`src/rtl/occ_ctrl_regs.svh`:
```
// register map, field positions and counts for the oscillator control block
`ifndef OCC_CTRL_REGS_SVH
`define OCC_CTRL_REGS_SVH

`define OCC_ADR_W 4
`define OCC_CTRL_OFS 4'h0
`define OCC_CFG_OFS 4'h4
`define OCC_RST_VAL 8'h00
`define OCC_CTRL_WMASK 8'hD1
`define OCC_CFG_WMASK 8'hE3
`define OCC_EN_BIT 7
`define OCC_OE_BIT 6
`define OCC_LVL_BIT 5
`define OCC_POL_BIT 4
`define OCC_PFM_BIT 0
`define OCC_PWS_HI 7
`define OCC_PWS_LO 5
`define OCC_CKS_HI 1
`define OCC_CKS_LO 0
`define OCC_PCNT_W 7

`endif

```
`src/rtl/occ_pkg.sv`:
```
// types shared by the oscillator control modules
package occ_pkg;
  // order matches the clock source field encoding
  typedef enum logic [1:0] {
    CS_HF_INTERNAL,
    CS_SYSTEM,
    CS_LOGIC_CELL1,
    CS_EXT_PIN
  } occ_clk_src_e;
  typedef enum logic {PS_LOW, PS_HIGH} occ_pstate_e;
  typedef enum logic {BUS_IDLE, BUS_ACK} occ_bus_e;
endpackage

```
`src/rtl/occ_pulse_if.sv`:
```
// carrier between the control core and the output pulse generator
`timescale 1ns/100ps
`default_nettype none
interface occ_pulse_if;
  logic tick;
  logic ovf;
  logic en;
  logic pfm;
  logic [2:0] pws;
  logic out;
  modport gen (input tick, input ovf, input en, input pfm, input pws,
    output out);
  modport ctl (output tick, output ovf, output en, output pfm,
    output pws, input out);
endinterface
`default_nettype wire

```
`src/rtl/occ_pulse.sv`:
```
// output waveform generator: toggle or fixed-width pulse per overflow
`timescale 1ns/100ps
`default_nettype none
`include "occ_ctrl_regs.svh"
module occ_pulse
  import occ_pkg::*;
(
  input wire logic clk,
  input wire logic arst_n,
  occ_pulse_if.gen pif
);
  occ_pstate_e state_reg;
  logic [`OCC_PCNT_W-1:0] cnt_reg;
  logic [`OCC_PCNT_W-1:0] last_cnt;
  logic [7:0] hp_cnt_reg;

  // terminal count is two to the field, minus one
  assign last_cnt = `OCC_PCNT_W'((8'h01 << pif.pws) - 8'h01);

  // overflow beats a tick in the same cycle so a new pulse always restarts
  always_ff @(posedge clk or negedge arst_n) begin
    if (!arst_n) begin
      state_reg <= PS_LOW;
      cnt_reg <= '0;
    end else if (!pif.en) begin
      state_reg <= PS_LOW;
      cnt_reg <= '0;
    end else if (!pif.pfm) begin
      cnt_reg <= '0; // width ignored here
      if (pif.ovf) begin
        state_reg <= (state_reg == PS_LOW) ? PS_HIGH : PS_LOW;
      end
    end else begin
      case (state_reg)
        PS_LOW: begin
          if (pif.ovf) begin
            state_reg <= PS_HIGH;
            cnt_reg <= '0;
          end
        end
        PS_HIGH: begin
          if (pif.ovf) begin
            cnt_reg <= '0;
          end else if (pif.tick) begin
            if (cnt_reg == last_cnt) begin
              state_reg <= PS_LOW;
            end else begin
              cnt_reg <= cnt_reg + `OCC_PCNT_W'(1);
            end
          end
        end
        default: state_reg <= PS_LOW;
      endcase
    end
  end

  assign pif.out = (state_reg == PS_HIGH);

  // helper: source periods seen during the current high phase
  always_ff @(posedge clk or negedge arst_n) begin
    if (!arst_n) begin
      hp_cnt_reg <= 8'h00;
    end else if (pif.ovf || state_reg == PS_LOW) begin
      hp_cnt_reg <= 8'h00;
    end else if (pif.tick) begin
      hp_cnt_reg <= hp_cnt_reg + 8'h01;
    end
  end
endmodule
`default_nettype wire

```
`src/rtl/occ_ctrl.sv`:
```
// oscillator control: wishbone registers, clock select, output and pin
`timescale 1ns/100ps
`default_nettype none
`include "occ_ctrl_regs.svh"
module occ_ctrl
  import occ_pkg::*;
(
  input wire logic clk,
  input wire logic arst_n,
  input wire logic wb_cyc_i,
  input wire logic wb_stb_i,
  input wire logic wb_we_i,
  input wire logic [`OCC_ADR_W-1:0] wb_adr_i,
  input wire logic [3:0] wb_sel_i,
  input wire logic [31:0] wb_dat_i,
  output logic [31:0] wb_dat_o,
  output logic wb_ack_o,
  input wire logic internal_hf_oscillator,
  input wire logic system_osc_clock,
  input wire logic logic_cell1_output,
  input wire logic external_osc_clock_pin,
  input wire logic accumulator_overflow,
  output logic osc_clock_tick,
  output logic accumulator_enable,
  output logic osc_output_signal,
  output logic osc_pin_out,
  output logic osc_pin_oe_n
);

  // register state
  logic [7:0] ctrl_reg;
  logic [7:0] cfg_reg;
  logic [31:0] rdata_reg;
  logic [31:0] rdata_next;
  occ_bus_e bus_reg;

  // decoded controls
  logic osc_module_enable;
  logic osc_pin_enable;
  logic osc_polarity;
  logic pulse_freq_mode_select;
  logic [2:0] pulse_width_select;
  logic [1:0] osc_clock_source_select;

  // bus decode
  logic bus_req;
  logic bus_take;
  logic [`OCC_ADR_W-1:0] word_adr;
  logic hit_ctrl;
  logic hit_cfg;
  logic wr_low;

  // clock source path
  logic ext_s1_reg;
  logic ext_s2_reg;
  logic ext_s3_reg;
  logic ext_lvl_reg;
  logic [3:0] src_lvl;
  logic [3:0] src_prev_reg;
  logic [3:0] src_rise;
  logic tick_reg;

  // output path
  logic out_sig_reg;
  logic pin_out_reg;
  logic pin_oe_n_reg;
  logic pin_drive;

  occ_pulse_if pif ();

  // field views of the two registers
  assign osc_module_enable = ctrl_reg[`OCC_EN_BIT];
  assign osc_pin_enable = ctrl_reg[`OCC_OE_BIT];
  assign osc_polarity = ctrl_reg[`OCC_POL_BIT];
  assign pulse_freq_mode_select = ctrl_reg[`OCC_PFM_BIT];
  assign pulse_width_select = cfg_reg[`OCC_PWS_HI:`OCC_PWS_LO];
  assign osc_clock_source_select = cfg_reg[`OCC_CKS_HI:`OCC_CKS_LO];

  // one request per handshake; low two address bits are byte offsets
  assign bus_req = wb_cyc_i && wb_stb_i;
  assign bus_take = bus_req && (bus_reg == BUS_IDLE);
  assign word_adr = {wb_adr_i[`OCC_ADR_W-1:2], 2'b00};
  assign wr_low = bus_take && wb_we_i && wb_sel_i[0];

  // address decode
  always_comb begin
    hit_ctrl = 1'b0;
    hit_cfg = 1'b0;
    if (word_adr == `OCC_CTRL_OFS) begin
      hit_ctrl = 1'b1;
    end else if (word_adr == `OCC_CFG_OFS) begin
      hit_cfg = 1'b1;
    end
  end

  // ack follows the taken request by one edge and then drops
  always_ff @(posedge clk or negedge arst_n) begin
    if (!arst_n) begin
      bus_reg <= BUS_IDLE;
    end else begin
      case (bus_reg)
        BUS_IDLE: begin
          if (bus_req) begin
            bus_reg <= BUS_ACK;
          end
        end
        BUS_ACK: bus_reg <= BUS_IDLE;
        default: bus_reg <= BUS_IDLE;
      endcase
    end
  end

  assign wb_ack_o = (bus_reg == BUS_ACK);

  // control register: output level bit is not stored, only read live
  always_ff @(posedge clk or negedge arst_n) begin
    if (!arst_n) begin
      ctrl_reg <= `OCC_RST_VAL;
    end else if (wr_low && hit_ctrl) begin
      ctrl_reg <= wb_dat_i[7:0] & `OCC_CTRL_WMASK;
    end
  end

  // clock and pulse-width register
  always_ff @(posedge clk or negedge arst_n) begin
    if (!arst_n) begin
      cfg_reg <= `OCC_RST_VAL;
    end else if (wr_low && hit_cfg) begin
      cfg_reg <= wb_dat_i[7:0] & `OCC_CFG_WMASK;
    end
  end

  // read mux; unmapped words read zero and are still acknowledged
  always_comb begin
    rdata_next = 32'h0000_0000;
    if (hit_ctrl) begin
      rdata_next[7:0] = ctrl_reg & `OCC_CTRL_WMASK;
      rdata_next[`OCC_LVL_BIT] = out_sig_reg;
    end else if (hit_cfg) begin
      rdata_next[7:0] = cfg_reg & `OCC_CFG_WMASK;
    end
  end

  // read data captured at the taking edge, shown with ack
  always_ff @(posedge clk or negedge arst_n) begin
    if (!arst_n) begin
      rdata_reg <= 32'h0000_0000;
    end else if (bus_take && !wb_we_i) begin
      rdata_reg <= rdata_next;
    end
  end

  assign wb_dat_o = rdata_reg;

  // external pin crosses in: first stage feeds only the second
  always_ff @(posedge clk or negedge arst_n) begin
    if (!arst_n) begin
      ext_s1_reg <= 1'b0;
      ext_s2_reg <= 1'b0;
      ext_s3_reg <= 1'b0;
    end else begin
      ext_s1_reg <= external_osc_clock_pin;
      ext_s2_reg <= ext_s1_reg;
      ext_s3_reg <= ext_s2_reg;
    end
  end

  // level accepted only once two late stages agree, which eats glitches
  always_ff @(posedge clk or negedge arst_n) begin
    if (!arst_n) begin
      ext_lvl_reg <= 1'b0;
    end else if (ext_s2_reg == ext_s3_reg) begin
      ext_lvl_reg <= ext_s3_reg;
    end
  end

  // index order follows the clock source encoding
  assign src_lvl = {ext_lvl_reg, logic_cell1_output, system_osc_clock,
    internal_hf_oscillator};

  // rising edge of each candidate source, one enable pulse per period;
  // sources faster than half of clk lose edges, a known limitation
  generate
    for (genvar g = 0; g < 4; g++) begin : g_src
      always_ff @(posedge clk or negedge arst_n) begin
        if (!arst_n) begin
          src_prev_reg[g] <= 1'b0;
        end else begin
          src_prev_reg[g] <= src_lvl[g];
        end
      end
      assign src_rise[g] = src_lvl[g] && !src_prev_reg[g];
    end
  endgenerate

  // selected source tick, gated off while the module is disabled
  always_ff @(posedge clk or negedge arst_n) begin
    if (!arst_n) begin
      tick_reg <= 1'b0;
    end else begin
      tick_reg <= osc_module_enable && src_rise[osc_clock_source_select];
    end
  end

  assign osc_clock_tick = tick_reg;
  assign accumulator_enable = osc_module_enable;

  // hand the controls to the waveform generator
  assign pif.tick = tick_reg;
  assign pif.ovf = accumulator_overflow && osc_module_enable;
  assign pif.en = osc_module_enable;
  assign pif.pfm = pulse_freq_mode_select;
  assign pif.pws = pulse_width_select;

  occ_pulse u_pulse (
    .clk(clk),
    .arst_n(arst_n),
    .pif(pif)
  );

  // polarity applied once, ahead of both the status bit and the pin
  always_ff @(posedge clk or negedge arst_n) begin
    if (!arst_n) begin
      out_sig_reg <= 1'b0;
    end else begin
      out_sig_reg <= pif.out ^ osc_polarity;
    end
  end

  assign osc_output_signal = out_sig_reg;
  assign pin_drive = osc_module_enable && osc_pin_enable;

  // pin driven only when both enables are set; idle pin level is low
  always_ff @(posedge clk or negedge arst_n) begin
    if (!arst_n) begin
      pin_out_reg <= 1'b0;
      pin_oe_n_reg <= 1'b1;
    end else begin
      pin_out_reg <= pin_drive ? out_sig_reg : 1'b0;
      pin_oe_n_reg <= !pin_drive;
    end
  end

  assign osc_pin_out = pin_out_reg;
  assign osc_pin_oe_n = pin_oe_n_reg;
endmodule
`default_nettype wire

```
`config.mk`:
```
export PLATFORM = sky130hd
export DESIGN_NAME = occ_ctrl
export DESIGN_NICKNAME = d
export VERILOG_FILES = /design/src/rtl/occ_pkg.sv /design/src/rtl/occ_pulse_if.sv /design/src/rtl/occ_pulse.sv /design/src/rtl/occ_ctrl.sv
export VERILOG_INCLUDE_DIRS = /design/src /design/src/rtl
export SDC_FILE = /design/constraint.sdc
export NUM_CORES = 1
export LEC_CHECK = 0
export CAP_MARGIN = 20
export CELL_PAD_IN_SITES_DETAIL_PLACEMENT = 1
export CELL_PAD_IN_SITES_GLOBAL_PLACEMENT = 1
export CORE_MARGIN = 5
export CORE_UTILIZATION = 35
export CTS_CLUSTER_DIAMETER = 50
export DETAILED_ROUTE_END_ITERATION = 8
export DONT_BUFFER_PORTS = 1
export GPL_TIMING_DRIVEN = 1
export PLACE_DENSITY = 0.71
export SYNTH_ARGS = -nofsm -noshare
export SYNTH_HDL_FRONTEND = slang
export SYNTH_HIERARCHICAL = 1
export SYNTH_SLANG_ARGS = --single-unit
```
`constraint.sdc`:
```
create_clock -name clk -period 2.55 [get_ports clk]
set_clock_uncertainty 0.2 [all_clocks]
set_input_delay 0.51 -clock clk [delete_from_list [all_inputs] [get_ports clk]]
set_output_delay 0.51 -clock clk [all_outputs]
set_load 0.005 [all_outputs]
```
==> run_results.csv <==
group,metric,value,unit
timing,tns,0,ns
worst_setup_path,end_kind,"flip-flop",
drt,wl_met3,271,um
drt,routed-wl-met2,1710,um
logic_synthesis,synth_cell_type_count,46,
worst_setup_path,crit_path_start_kind,"flip-flop",
floorplanning,core_area,0.00517,mm^2
worst_setup_path,crit_arrival,2.09,ns
logic_synthesis,ys_seq_area_share,48.0,%
cells_and_area,nets,227,
drt,wl,3830,um
logic_synthesis,synth_top_area_share,46.6,%
floorplanning,die_h,83.3,um
cts,htreeDepth,2,
power,peakVddDrop,0.297,mV
worst_setup_path,crit_fanout,10,
cts,cts_buffers,5,
timing,fin_crit,2.09,ns
cts,clockBufferDepth,2,
power,p_sw_share,27.9,%
cts,cts.sinks,36,
worst_setup_path,r2r-end,"u_pulse/cnt_reg[3]$_DFFE_PN0P_",
worst_hold_path,min_to,"src_prev_reg[1]$_DFF_PN0_",
grt,grt_pass1_wl,6670,um
worst_setup_path,rr_startpoint,"cfg_reg[7]$_DFFE_PN0P_",
logic_synthesis,synth-edff-count,0,
grt,overflow,0,
cells_and_area,syn_to_final_growth,4.59,%
timing,rsz0062_at_grt,"no",
worst_hold_path,worstHoldStart,"system_osc_clock",
worst_setup_path,cp_data_required_time,2.56,ns
drt,postRouteAntennaNets,0,
logic_synthesis,syn_area_per_cell,10.9,um^2
placement,gp_congestion,0.740,
power,pwr-share-seq,53.3,%
power,combPwrFrac,14.1,%
cts,cts_root_buffer,"clkbuf_8",
floorplanning,io_pins,88,
drt,wirelength_met1,1770,um
outcome,run_status,"finished clean",
floorplanning,die_area,0.00694,mm^2
drt,drt-initial-drc-count,39,
logic_synthesis,synth-warning-count,6,
timing,final_hold_viol_count,0,
logic_synthesis,synth_ff_type,"dfrtp_1",
logic_synthesis,synthArstFlopShare,100,%
worst_setup_path,r2r_setup_slack,0.46,ns
cells_and_area,largest_reg_flops,7,
drt,drc,0,
cells_and_area,drive_above_1_share,13.6,%
worst_setup_path,crit_buf_inv,0,
logic_synthesis,synth_area_leaders,"dfrtp_1 (47%), buf_4 (10%), mux2i_1 (4.3%)",
cells_and_area,regArea,902,um^2
grt,grt_max_degree,37,
timing,clock.fmax,0.479,GHz
worst_setup_path,cpPeakStageDelay,0.54,ns
worst_setup_path,r2r_cells,6,
cts,cts_hold_buf,2,
timing,setup_viol,0,
logic_synthesis,netlist_area,0.00188,mm^2
timing,period_share,81.8,%
worst_setup_path,worst-setup-path-type,"flip-flop to flip-flop",
power,power.total,1.30,mW
grt,grt_pass1_vias,1274,
power,intPower,934,uW
floorplanning,chipWidth,83.3,um
worst_setup_path,slowest_stage,"or4b_1",
placement,pre_cts_slack,0.470,ns
power,p_leak,0.898,nW
cells_and_area,nFillCells,585,
drt,via_per_inst,4.83,
job,cap_violations,0,
worst_setup_path,critPathTopFamily,"simple AND/OR/NAND/NOR gates",
timing,holdWs,0.0512,ns
drt,vias,1199,
cts,cts_setup_buffers,0,
drt,highest_layer,"met4",
power,p_per_area,658,mW/mm^2
timing,fin_ws,0.464,ns
worst_setup_path,crit_chain,"or4b_1 -> o22ai_1 -> a21o_2 -> a31oi_4 -> nand4_1 -> mux2i_1",
grt,grt_usage,12.1,%
drt,dr.pass1.iters,4,
floorplanning,rows,26,
placement,numPortBuffers,0,
placement,dp_hpwl,2880,um
cts,cts_resized,0,
worst_hold_path,whs_path_depth,0,
power,p_clk_share,32.5,%
grt,antenna_found_initial,1,
timing,maxSlewViolCount,0,
logic_synthesis,ys_ff_latch,36,
logic_synthesis,synth_cells,172,
cells_and_area,utilization,38.0,%
drt,avgRoutedWirePerCell,15.4,um
cts,clkSlewWorstSetupHoldPaths,0.07,ns
power,power_switching,361,uW
cells_and_area,multiInputGateArea,836,um^2
logic_synthesis,synth_area_leader_cell,"dfrtp_1",
floorplanning,start_util,36.4,%
worst_hold_path,min_path_type,"input pin to flip-flop",
cts,clock_latency,0.29,ns
cts,tritoncts,"yes",
## metrics by stage
step | instance area (um^2) | cells
after floorplan | 1970 | 197
after global placement | 1840 | 237
after detailed placement | 1840 | 237
after CTS | 1960 | 247
after global routing | 1970 | 248
final | 1970 | 248
## power by group through the flow
stage | Clock (mW) | Sequential [mW] | Combinational [mW]
after global routing | 0.478 | 0.704 | 0.207
after floorplan | 0 | 0.683 | 0.170
after CTS | 0.443 | 0.693 | 0.186
final | 0.422 | 0.691 | 0.183
after detailed placement | 0 | 0.704 | 0.169
after global placement | 0 | 0.702 | 0.162
## layer usage
metal	GRT usage (%)	vias to the layer above
met3	4.65	4
met4	5.79	0
met5	0	-
li1	-	559
met1	16.2	598
met2	17.1	38
## Yosys cell counts, types with 2 or more instances
cell type and n:
mux2i_1 8, mux2_2 4, buf_6 2, nand2b_1 5, buf_4 26, nand3_1 2
mux2_4 5, o21ai_0 5, nor2b_1 3, nor2_1 8, and2_1 2, o31ai_1 4
clkbuf_1 3, nand4_1 5, a21oi_1 3, nand2_1 18, inv_1 2, dfrtp_1 35
a31oi_1 2, and3_1 3, xnor2_1 2
## how the worst max path moves through the flow
stage / startpoint / end / depth (start not counted)
2_1_floorplan: cfg_reg[7]$_DFFE_PN0P_ / u_pulse/cnt_reg[5]$_DFFE_PN0P_ / 6
3_3_place_gp: cfg_reg[7]$_DFFE_PN0P_ / u_pulse/cnt_reg[6]$_DFFE_PN0P_ / 6
3_5_place_dp: cfg_reg[7]$_DFFE_PN0P_ / u_pulse/cnt_reg[3]$_DFFE_PN0P_ / 6
4_1_cts: cfg_reg[7]$_DFFE_PN0P_ / u_pulse/cnt_reg[3]$_DFFE_PN0P_ / 6
5_1_grt: cfg_reg[7]$_DFFE_PN0P_ / u_pulse/cnt_reg[3]$_DFFE_PN0P_ / 6
6_report: cfg_reg[7]$_DFFE_PN0P_ / u_pulse/cnt_reg[3]$_DFFE_PN0P_ / 6
## area by class of cell
type | instances | share of cell area (%)
inverters | 2 | 0.382
repair buffers | 3 | 1.91
flip-flops and latches | 36 | 45.9
clock inverters | 1 | 0.382
diodes | 1 | 0.127
clock buffers | 7 | 4.39
well taps | 70 | 4.45
multi-input cells | 128 | 42.5
## worst reg2reg max path: stages, from the launching register on
cell and delay, ns:
dfrtp_1 0.49, or4b_1 0.54, o22ai_1 0.17, a21o_2 0.14, a31oi_4 0.13, nand4_1 0.16
mux2i_1 0.19
## cell families (layout without fill, tap and decap cells)
family / Yosys count / in the layout / share of synthesized area [%]
simple gates: 54 / 54 / 15.9
flops: 36 / 36 / 48.0
buf+inv: 33 / 13 / 12.6
compound gates: 26 / 26 / 10.1
mux: 17 / 17 / 10.6
xor+xnor: 3 / 3 / 1.40
fa+ha+maj: 2 / 2 / 1.20
other cells: 1 / 27 / 0.199
## layout by cell type (no fill, tap or decap), types with 3 or more instances in the layout
master and count:
nand2_1 18, nor2b_1 3, nand2b_1 5, and3_1 3, nand4_1 5, a21oi_1 3
clkbuf_8 6, conb_1 26, mux2_2 4, o31ai_1 4, dfrtp_1 35, nor2_1 8
mux2_4 5, o21ai_0 5, mux2i_1 8
Power figures use the tool's default switching activity.
